**src/dme_pkg.sv**
```systemverilog
// Package for the debug mode entry select block
`default_nettype none
package dme_pkg;
    localparam int DME_BIT_CYCLES = 16;
    localparam int DME_SAMPLE_CYCLE = 10;
    localparam int DME_TIMEOUT_CYCLES = 512;
    localparam int DME_CNT_W = 10;
    localparam logic [7:0] DME_CMD_BACKGROUND = 8'h90;
    localparam logic [7:0] DME_CMD_FORCE_RESET = 8'hC4;
    localparam logic [7:0] DME_CMD_SET_BKPT = 8'hC2;
    localparam logic [7:0] DME_CMD_ENABLE = 8'hC8;
    localparam logic [7:0] DME_CMD_GO = 8'h08;
    localparam logic [2:0] DME_SYNC_RESET = 3'h7;

    typedef enum logic [1:0] {
        DME_RST_POWER_ON = 2'b00,
        DME_RST_PIN = 2'b01,
        DME_RST_ERROR = 2'b10,
        DME_RST_DEBUG = 2'b11
    } dme_cause_type;

    typedef enum logic [1:0] {
        DME_RX_IDLE = 2'b00,
        DME_RX_WAIT = 2'b01,
        DME_RX_DONE = 2'b10
    } dme_rx_state_type;

    typedef struct packed {
        logic watchdog_disable;
        logic osc_keep_running;
        logic cpu_wake;
        logic bkpt_hit;
    } dme_ctl_type;
endpackage
`default_nettype wire

```
**src/dme_top.sv**
```systemverilog
// Debug mode entry select with single-wire receiver and breakpoint
`default_nettype none
module dme_top
    import dme_pkg::*;
#(
    parameter int ADDR_W = 16
)(
    input wire logic ref_clk,
    input wire logic rst_n,
    input wire logic reset_exit,
    input wire dme_cause_type reset_cause,
    input wire logic debug_wire_pin_in,
    output logic debug_wire_pin_out,
    output logic debug_wire_pin_oe,
    output logic debug_wire_pullup_en,
    input wire logic cpu_in_stop,
    input wire logic cpu_in_wait,
    input wire logic cpu_exec_go,
    input wire logic [ADDR_W-1:0] cpu_fetch_addr,
    input wire logic cpu_fetch_valid,
    output logic background_mode,
    output dme_ctl_type ctl
);
    logic [2:0] pin_sync;
    logic [2:0] next_pin_sync;
    logic pin_level;
    logic next_pin_level;
    dme_rx_state_type rx_state;
    dme_rx_state_type next_rx_state;
    logic [DME_CNT_W-1:0] bit_cnt;
    logic [DME_CNT_W-1:0] next_bit_cnt;
    logic [DME_CNT_W-1:0] idle_cnt;
    logic [DME_CNT_W-1:0] next_idle_cnt;
    logic [4:0] shift_cnt;
    logic [4:0] next_shift_cnt;
    logic [23:0] shreg;
    logic [23:0] next_shreg;
    logic [7:0] cmd;
    logic [7:0] next_cmd;
    logic force_debug_reset_bit;
    logic next_force_debug_reset_bit;
    logic bdc_enable;
    logic next_bdc_enable;
    logic bkpt_en;
    logic next_bkpt_en;
    logic [ADDR_W-1:0] bkpt_addr;
    logic [ADDR_W-1:0] next_bkpt_addr;
    logic bg_mode;
    logic next_bg_mode;
    logic wake;
    logic next_wake;
    logic hit;
    logic next_hit;
    logic fall;
    logic force_wr;

    // Pin is only an input here; driver released, pullup on
    assign debug_wire_pin_out = 1'b1;
    assign debug_wire_pin_oe = 1'b1;
    assign debug_wire_pullup_en = 1'b1;

    // Three-stage synchroniser, change accepted when stages two and three agree
    always_comb
    begin
        next_pin_sync = {pin_sync[1:0], debug_wire_pin_in};
        next_pin_level = pin_level;
        if (pin_sync[1] == pin_sync[2])
        begin
            next_pin_level = pin_sync[2];
        end
    end

    always_ff @(posedge ref_clk or negedge rst_n)
    begin
        if (!rst_n)
        begin
            pin_sync <= DME_SYNC_RESET;
            pin_level <= 1'b1;
        end
        else
        begin
            pin_sync <= next_pin_sync;
            pin_level <= next_pin_level;
        end
    end

    assign fall = pin_level && (pin_sync[1] == pin_sync[2]) && !pin_sync[2];

    // Serial receiver: one bit per host falling edge, sampled at cycle 10
    always_comb
    begin
        next_rx_state = rx_state;
        next_bit_cnt = bit_cnt;
        next_idle_cnt = idle_cnt;
        next_shift_cnt = shift_cnt;
        next_shreg = shreg;
        next_cmd = cmd;
        next_force_debug_reset_bit = force_debug_reset_bit;
        next_bdc_enable = bdc_enable;
        next_bkpt_en = bkpt_en;
        next_bkpt_addr = bkpt_addr;
        next_bg_mode = bg_mode;
        next_wake = 1'b0;
        next_hit = 1'b0;
        force_wr = 1'b0;
        if (fall)
        begin
            next_idle_cnt = '0;
        end
        else if (shift_cnt != 5'h00 || rx_state != DME_RX_IDLE)
        begin
            next_idle_cnt = idle_cnt + 1'b1;
        end
        case (rx_state)
            DME_RX_IDLE:
            begin
                if (fall)
                begin
                    next_rx_state = DME_RX_WAIT;
                    next_bit_cnt = '0;
                end
            end
            DME_RX_WAIT:
            begin
                next_bit_cnt = bit_cnt + 1'b1;
                if (bit_cnt == DME_CNT_W'(DME_SAMPLE_CYCLE - 1))
                begin
                    next_shreg = {shreg[22:0], pin_level};
                    next_shift_cnt = shift_cnt + 1'b1;
                    next_rx_state = DME_RX_DONE;
                end
            end
            DME_RX_DONE:
            begin
                next_rx_state = DME_RX_IDLE;
                if (shift_cnt == 5'h08)
                begin
                    next_cmd = shreg[7:0];
                    if (shreg[7:0] == DME_CMD_BACKGROUND)
                    begin
                        next_bg_mode = 1'b1;
                        next_wake = cpu_in_stop || cpu_in_wait;
                        next_shift_cnt = '0;
                    end
                    else if (shreg[7:0] == DME_CMD_GO)
                    begin
                        next_bg_mode = 1'b0;
                        next_shift_cnt = '0;
                    end
                end
                else if (shift_cnt == 5'h10 && cmd == DME_CMD_FORCE_RESET)
                begin
                    force_wr = 1'b1;
                    next_force_debug_reset_bit = shreg[0];
                    next_shift_cnt = '0;
                end
                else if (shift_cnt == 5'h10 && cmd == DME_CMD_ENABLE)
                begin
                    next_bdc_enable = shreg[0];
                    next_bkpt_en = shreg[1];
                    next_shift_cnt = '0;
                end
                else if (shift_cnt == 5'h18 && cmd == DME_CMD_SET_BKPT)
                begin
                    next_bkpt_addr = ADDR_W'(shreg[15:0]);
                    next_shift_cnt = '0;
                end
                else if (shift_cnt == 5'h18)
                begin
                    next_shift_cnt = '0;
                end
            end
            default:
            begin
                next_rx_state = DME_RX_IDLE;
            end
        endcase
        if (idle_cnt == DME_CNT_W'(DME_TIMEOUT_CYCLES - 1))
        begin
            next_rx_state = DME_RX_IDLE;
            next_shift_cnt = '0;
            next_idle_cnt = '0;
            next_shreg = '0;
        end
        if (cpu_exec_go)
        begin
            next_bg_mode = 1'b0;
        end
        if (bkpt_en && cpu_fetch_valid && cpu_fetch_addr == bkpt_addr && !bg_mode)
        begin
            next_hit = 1'b1;
            next_bg_mode = 1'b1;
        end
        if (reset_exit)
        begin
            // A command write in the same cycle wins over the clear
            if (!force_wr)
            begin
                next_force_debug_reset_bit = 1'b0;
            end
            case (reset_cause)
                DME_RST_POWER_ON: next_bg_mode = !pin_level;
                DME_RST_DEBUG: next_bg_mode = force_debug_reset_bit && !pin_level;
                DME_RST_PIN: next_bg_mode = 1'b0;
                DME_RST_ERROR: next_bg_mode = 1'b0;
                default: next_bg_mode = 1'b0;
            endcase
        end
    end

    // Debug state lives only here, never on the CPU bus
    always_ff @(posedge ref_clk or negedge rst_n)
    begin
        if (!rst_n)
        begin
            rx_state <= DME_RX_IDLE;
            bit_cnt <= '0;
            idle_cnt <= '0;
            shift_cnt <= '0;
            shreg <= '0;
            cmd <= 8'h00;
            force_debug_reset_bit <= 1'b0;
            bdc_enable <= 1'b0;
            bkpt_en <= 1'b0;
            bkpt_addr <= '0;
            bg_mode <= 1'b0;
            wake <= 1'b0;
            hit <= 1'b0;
        end
        else
        begin
            rx_state <= next_rx_state;
            bit_cnt <= next_bit_cnt;
            idle_cnt <= next_idle_cnt;
            shift_cnt <= next_shift_cnt;
            shreg <= next_shreg;
            cmd <= next_cmd;
            force_debug_reset_bit <= next_force_debug_reset_bit;
            bdc_enable <= next_bdc_enable;
            bkpt_en <= next_bkpt_en;
            bkpt_addr <= next_bkpt_addr;
            bg_mode <= next_bg_mode;
            wake <= next_wake;
            hit <= next_hit;
        end
    end

    assign background_mode = bg_mode;
    assign ctl.watchdog_disable = bg_mode;
    assign ctl.osc_keep_running = bdc_enable;
    assign ctl.cpu_wake = wake;
    assign ctl.bkpt_hit = hit;
endmodule
`default_nettype wire

```
**config.mk**
```make
export PLATFORM = sky130hd
export DESIGN_NAME = dme_top
export DESIGN_NICKNAME = d
export VERILOG_FILES = /design/src/dme_pkg.sv /design/src/dme_top.sv
export SDC_FILE = /design/constraint.sdc
export NUM_CORES = 1
export LEC_CHECK = 0
export BUFFER_PORTS_ARGS = -buffer_cell sky130_fd_sc_hd__buf_2
export CAP_MARGIN = 20
export CORE_UTILIZATION = 31
export CTS_BUF_LIST = sky130_fd_sc_hd__clkbuf_4
export DETAILED_ROUTE_END_ITERATION = 16
export PLACE_DENSITY = 0.47
export SETUP_SLACK_MARGIN = 0.2
export SYNTH_ARGS = -nofsm -noshare
export SYNTH_HDL_FRONTEND = slang
export SYNTH_SLANG_ARGS = --single-unit
```
**constraint.sdc**
```tcl
create_clock -name ref_clk -period 4.45 [get_ports ref_clk]
set_clock_uncertainty 0.2 [all_clocks]
set_input_delay 0.89 -clock ref_clk [delete_from_list [all_inputs] [get_ports ref_clk]]
set_output_delay 0.89 -clock ref_clk [all_outputs]
set_load 0.05 [all_outputs]
```
==> results of run 1 <==
worst max-delay path by stage:
stage                                   to  slack (ns)  depth (start not counted)
6_report           idle_cnt[6]$_DFFE_PN0P_        1.93                          7
5_1_grt            idle_cnt[6]$_DFFE_PN0P_        1.69                          7
2_1_floorplan       bdc_enable$_DFFE_PN0P_        2.22                          6
4_1_cts            idle_cnt[6]$_DFFE_PN0P_        1.93                          7
3_5_place_dp   background_mode$_DFFE_PN0P_        1.76                          6
3_3_place_gp   background_mode$_DFFE_PN0P_        1.77                          6
flip-flops by register name, indices dropped and copies added (netlist names):
| signal | cells |
|---|---|
| hit | 1 |
| bkpt_addr | 16 |
| background_mode | 1 |
| idle_cnt | 10 |
| bkpt_en | 1 |
| rx_state | 2 |
| bit_cnt | 10 |
| force_debug_reset_bit | 1 |
| shift_cnt | 5 |
| pin_level | 1 |
| shreg | 16 |
| cmd | 8 |
| wake | 1 |
| pin_sync | 3 |
| bdc_enable | 1 |
Yosys cell counts (3+ instances only):
cell and n:
xor2_1 20, nor3_1 5, nor2b_1 3, nor4_1 6, nor2_1 17, a22o_1 4, nand4_1 6, a311oi_1 4
or2_2 3, nand2_1 49, mux2_2 19, clkbuf_1 8, dfrtp_1 73, o21ai_0 8, dfstp_2 4, nand3_1 12
inv_1 6, xnor2_1 4, buf_4 7, mux2_4 10, a21o_1 3, ha_1 5, a21oi_1 21
per-stage QoR:
| step | power, mW | cell area [sq um] | hold slack, ns | cells |
|---|---|---|---|---|
| 2_1_floorplan | 1.14 | 3820 | 0.145 | 346 |
| 3_3_place_gp | 1.25 | 4070 | 0.148 | 507 |
| 3_5_place_dp | 1.26 | 4070 | 0.147 | 507 |
| 4_1_cts | 1.77 | 4230 | 0.183 | 523 |
| 5_1_grt | 1.86 | 4260 | 0.0679 | 524 |
| 6_report | 1.74 | 4260 | 0.0927 | 524 |
area by class of cell:
cell class | instances | area [sq um]
clock inverters | 5 | 82.6
clock buffers | 11 | 82.6
multi-input cells | 245 | 1760
well taps | 147 | 184
repair buffers | 33 | 195
flip-flops and latches | 77 | 1930
inverters | 6 | 22.5
fillers | 1247 | 7750
report_power, final:
group | internal (mW) | switching, mW
Sequential | 0.775 | 0.110
Combinational | 0.157 | 0.200
Clock | 0.243 | 0.258
Total | 1.17 | 0.567
cell families after synthesis:
family                     count (synthesis)  share of synthesized area (%)
muxes                                     31                           10.1
DFF                                       77                           50.7
other                                      1                         0.0984
adders and majority gates                  6                           1.90
xor gates and xnor gates                  24                           5.52
AOI/OAI and AO/OA                         51                           8.74
buffers and inverters                     24                           3.32
and+or+nand+nor                          130                           19.6
per-layer routing:
metal	up-vias	global-route usage [%]	wire length, microns
met1	1236	17.6	3700
met5	-	0	0
met2	47	20.6	3580
li1	1265	-	-
met3	8	3.70	289
met4	0	4.04	93
==> reports/metrics.yaml, run 1 <==
ioPinCount: 34
drv_cap: 0
drv_slew: 0
post-cts-setup-buffers: 0
routed_via_density: 4.88
worst-setup-path-type: "register to register"
ant_nets: 0
fmax_mhz: 397
initial_core_util_pct: 31.7
cts_sinks: 77
wl_mm: 7.67
die_h_microns: 113
tightest_slew_ns: 0.881
hold_class: "primary input to asynchronous set/reset pin"
ff2ff_path_depth: 7
nNetsFinal: 403
tns_ns: 0
drt_first_pass_iters: 4
synth-main-ff-cell: "dfrtp_1"
leakagePower_nw: 2.06
synth-edff-count: 0
dieArea_sq_mm: 0.0127
async_reset_ff_share_pct: 100
fp.dieW_microns: 113
cts_resized: 0
drt_iter0_drc: 112
cts.reportedPaths.clkPinSlew_ns: 0.14
yosys_register_bits: 77
cp_data_required_time_ns: 4.58
synth_cells: 344
post-route-drc-count: 0
critPathLaunch: "shift_cnt[0]$_DFFE_PN0P_"
rsz0062_at_grt: "false"
synth.largest_area_cell: "dfrtp_1"
critPathMaxFanout: 5
netlist-cell-type-count: 57
mostFrequentLayoutCells: "dfrtp_1 (73), nand2_1 (49), buf_2 (29), a21oi_1 (21), xor2_1 (20)"
ys.warnings.count: 0
cts-buffers-inserted: 9
r2r_start: "shift_cnt[0]$_DFFE_PN0P_"
period_needed_ns: 2.52
ys_seq_area_share_pct: 50.7
clock_latency_ns: 0.44
crit_family: "simple AND/OR/NAND/NOR gates"
finalSetupViolCount: 0
grt_pass1_wl_mm: 13.0
status: "completed"
fin_ws_ns: 1.93
slowest_stage: "nor4_1"
dp_hpwl_mm: 5.22
cts-root-buf: "clkbuf_4"
grt_start_max_net_pins: 78
cpPeakStageDelay_ns: 0.70
post-route-util_pct: 35.4
cts_tree: "yes"
peakVddDrop_v: 0.000175
core_region_area_sq_mm: 0.0120
grt_pass1_vias: 2486
gp_congestion: 0.719
overflow: 0
layout_commonest_cell: "dfrtp_1"
htreeDepth: 3
drive_above_1_share_pct: 25.7
clockBufferDepth: 2
relSlewSlack_pct: 40.7
reg2reg_to: "idle_cnt[6]$_DFFE_PN0P_"
fin_crit_sh_pct: 56.6
avgSynthCellArea_sq_um: 11.1
syn_to_final_growth_pct: 11.8
antenna_found_initial: 0
synth_top_area_share_pct: 47.9
antenna_cells: 0
vias: 2556
hold_viol: 0
crit_chain: "inv_1 > ha_1 > or3b_1 > nor4_1 > nor4b_1 > xnor2_1 > nor2_1"
netlist_area_sq_mm: 0.00381
rows: 40
grt_use_total_pct: 13.1
critPathLaunchType: "register"
hold_buffers: 0
synth_area_leaders: "dfrtp_1 (48%), mux2_2 (5.6%), nand2_1 (4.8%), xor2_1 (4.6%), mux2_4 (3.9%)"
powerDensity_mw_per_mm2: 409
portBuffers: 30
crit_buf_inv: 1
wl_per_cell_microns: 14.6
regToRegSetupSlack_ns: 1.93
post-place-ws_ns: 1.76
cp-end-kind: "register"
critPathArrivalTime_ns: 2.65
Power figures use the tool's default switching activity.
==> run 2, diff against run 1 <==
--- a/config.mk
+++ b/config.mk
@@ -5,12 +5,13 @@
 export SDC_FILE = /design/constraint.sdc
 export NUM_CORES = 1
 export LEC_CHECK = 0
+export ABC_AREA = 1
 export BUFFER_PORTS_ARGS = -buffer_cell sky130_fd_sc_hd__buf_2
 export CAP_MARGIN = 20
 export CORE_UTILIZATION = 31
 export CTS_BUF_LIST = sky130_fd_sc_hd__clkbuf_4
 export DETAILED_ROUTE_END_ITERATION = 16
-export PLACE_DENSITY = 0.47
+export PLACE_DENSITY = 0.48
 export SETUP_SLACK_MARGIN = 0.2
 export SYNTH_ARGS = -nofsm -noshare
 export SYNTH_HDL_FRONTEND = slang
==> constraint.sdc (replaced) <==
create_clock -name ref_clk -period 2.3 [get_ports ref_clk]
set_clock_uncertainty 0.2 [all_clocks]
set_input_delay 0.46 -clock ref_clk [delete_from_list [all_inputs] [get_ports ref_clk]]
set_output_delay 0.46 -clock ref_clk [all_outputs]
set_load 0.05 [all_outputs]
==> reports/metrics.yaml, run 2 <==
critPathLaunchType: "register"
reg.largest.list: "bkpt_addr x16, shreg x16"
ys_top_cells_by_count: "nand2_1 (143), dfrtp_1 (73), inv_1 (71)"
dieArea_sq_mm: 0.0139  # +9.4%
post-route-util_pct: 36.2  # +0.72 points
leakagePower_nw: 2.37  # +15%
clock_latency_ns: 0.45  # about the same
syn_to_final_growth_pct: 14.2
status: "completed"
critPathArrivalTime_ns: 2.10  # -0.55 ns
post-route-drc-count: 0  # unchanged
peakVddDrop_v: 0.000538  # +210%
cp_data_required_time_ns: 2.43  # -2.15 ns
power_frac_seq_pct: 44.3  # -6.5 points
rows: 42  # +5.0%
tightest_slew_ns: 0.501  # -0.381 ns
clockBufferDepth: 2  # unchanged
combPwrFrac_pct: 30.0  # +9.5 points
grt_start_max_net_pins: 37  # -53%
drt_iter0_drc: 153  # +37%
crit_chain: "inv_1 > ha_1 > nand3_4 > nor4_4 > nand2_4 > nand2_1 > o21ai_2"
fin_crit_sh_pct: 85.7  # +29 points
core_region_area_sq_mm: 0.0132  # +9.8%
worst-setup-path-type: "register to register"
nNetsFinal: 604  # +50%
cts-buffers-inserted: 9  # unchanged
slowest_stage: "dfrtp_1"
synth-main-ff-cell: "dfrtp_1"
initial_core_util_pct: 31.7  # -0.055 points
cts-root-buf: "clkbuf_4"
drive_above_1_share_pct: 16.3  # -9.5 points
yosysMostFrequentCell: "nand2_1"
ant_nets: 0  # unchanged
pwr-share-clk_pct: 25.7  # -3.0 points
fp.dieW_microns: 118  # +4.6%
critPathMaxFanout: 24  # +19
tns_ns: 0  # unchanged
netSwitchingFraction_pct: 35.9  # +3.3 points
drv_slew: 0  # unchanged
drt_first_pass_iters: 4  # unchanged
cts.reportedPaths.clkPinSlew_ns: 0.13  # about the same
ioPinCount: 34  # unchanged
cts_sinks: 77  # unchanged
cts_tree: "yes"
cp-end-kind: "register"
async_reset_ff_share_pct: 100  # unchanged
vias: 3504  # +37%
netlist-cell-type-count: 39  # -32%
synth_top_area_share_pct: 43.7  # -4.2 points
synth.largest_area_cell: "dfrtp_1"
layout_commonest_cell: "nand2_1"
routed_via_density: 4.65  # -4.7%
ys_seq_area_share_pct: 46.3  # -4.5 points
mostFrequentLayoutCells: "nand2_1 (143), dfrtp_1 (73), inv_1 (71), nor2_1 (43), nand3_1 (39)"
avgSynthCellArea_sq_um: 7.88  # -29%
wl_mm: 9.47  # +24%
fillers: 1412  # +13%
htreeDepth: 3  # unchanged
grt_use_total_pct: 14.7  # +1.6 points
portBuffers: 30  # unchanged
yosys_register_bits: 77  # unchanged
powerDensity_mw_per_mm2: 779  # +90%
switchingPower_mw: 1.33  # +140%
overflow: 0  # unchanged
antenna_cells: 0  # unchanged
cpPeakStageDelay_ns: 0.43  # -0.27 ns
synth_cells: 530  # +54%
die_h_microns: 118  # +4.6%
finalSetupViolCount: 0  # unchanged
grt_pass1_wl_mm: 16.2  # +25%
synth-edff-count: 0  # unchanged
relSlewSlack_pct: 66.6  # +26 points
antenna_found_initial: 0  # unchanged
p_int_mw: 2.38  # +100%
gp_congestion: 0.818  # +14%
period_needed_ns: 1.97  # -0.548 ns
drv_cap: 0  # unchanged
hold_viol: 0  # unchanged
ys.warnings.count: 0  # unchanged
fmax_mhz: 508  # +28%
hold_class: "primary input to register"
rsz0062_at_grt: "false"
wl_per_cell_microns: 12.6  # -14%
grt_pass1_vias: 3399  # +37%
netlist_area_sq_mm: 0.00418  # +9.6%
dp_hpwl_mm: 7.04  # +35%
synth_area_leaders: "dfrtp_1 (44%), nand2_1 (13%), inv_1 (6.4%), nand4_1 (4.9%), nand3_1 (4.7%)"
-- run 2: area by class of cell --
class,count,area (sq um),share of cell area [%]
Inverter,77,289,6.06
Clock inverter,3,63.8,1.34
Multi-Input combinational cell,360,1860,39.1
Clock buffer,13,97.6,2.05
Sequential cell,77,1930,40.5
Tap cell,176,220,4.62
Timing Repair Buffer,48,305,6.40
-- run 2: timing repair --
item,in CTS,in global routing
hold buffers,2,0
setup endpoints to repair,6,8
resized for setup,0,3
hold endpoints to repair,35,0
pin swaps,1,1
setup buffers,1,4
-- run 2: logic make-up (layout without fill, tap and decap cells) --
logic type	count (synthesis)	after routing	share of synthesized area, %
compound gates	55	55	8.21
xor+xnor	13	13	2.73
fa+ha+maj	6	6	1.74
buf+inv	95	141	9.71
flops	77	77	46.3
mux	1	1	0.240
other cells	1	3	0.0898
simple gates	282	282	31.0
-- run 2: layer usage --
metal	global-route usage (%)	vias to the layer above	wire length [microns]
li1	-	1798	-
met1	18.2	1633	4430
met2	24.5	59	4550
met3	4.02	14	303
met4	5.13	0	189
met5	0	-	0
-- run 2: critical path: cells and delay by family, from the launching register on --
family | cells | cell delay, ns
AND/OR/NAND/NOR | 4 | 0.86
AO/OA/AOI/OAI | 1 | 0.05
adder cells (fa/ha/maj) | 1 | 0.21
flip-flops | 1 | 0.43
buffers and inverters | 1 | 0.09
-- run 2: final timing paths --
path                                          startpoint                       end  slack, ns  depth (start not counted)
worst max-delay path            shift_cnt[0]$_DFFE_PN0P_  bkpt_addr[0]$_DFFE_PN0P_       0.33                          7
worst min register to register     pin_sync[0]$_DFF_PN1_     pin_sync[1]$_DFF_PN1_       0.16                          0
min in group asynchronous                          rst_n  shift_cnt[2]$_DFFE_PN0P_       0.31                          2
max in group asynchronous                          rst_n     pin_sync[0]$_DFF_PN1_       0.96                          3
worst max register to register  shift_cnt[0]$_DFFE_PN0P_  bkpt_addr[0]$_DFFE_PN0P_       0.33                          7
worst min-delay path                         cpu_in_stop            wake$_DFF_PN0_       0.05                          3
-- run 2: through the flow --
| step | instance area [sq um] | setup slack [ns] | power [mW] | instances | hold slack, ns |
|---|---|---|---|---|---|
| floorplan | 4180 | 0.371 | 2.43 | 532 | -0.0356 |
| global placement | 4540 | 0.311 | 2.70 | 731 | 0.150 |
| detailed placement | 4540 | 0.192 | 2.74 | 731 | 0.151 |
| CTS | 4720 | 0.288 | 3.74 | 750 | 0.0142 |
| global route | 4770 | 0.207 | 4.00 | 754 | 0.0204 |
| finish | 4770 | 0.330 | 3.72 | 754 | 0.0486 |
-- run 2: power groups by stage --
stage,Combinational (mW),Clock (mW),Sequential [mW]
global route,1.27,1.06,1.67
finish,1.12,0.954,1.65
CTS,1.09,1.00,1.65
floorplan,0.787,0,1.64
global placement,1.03,0,1.67
detailed placement,1.07,0,1.67
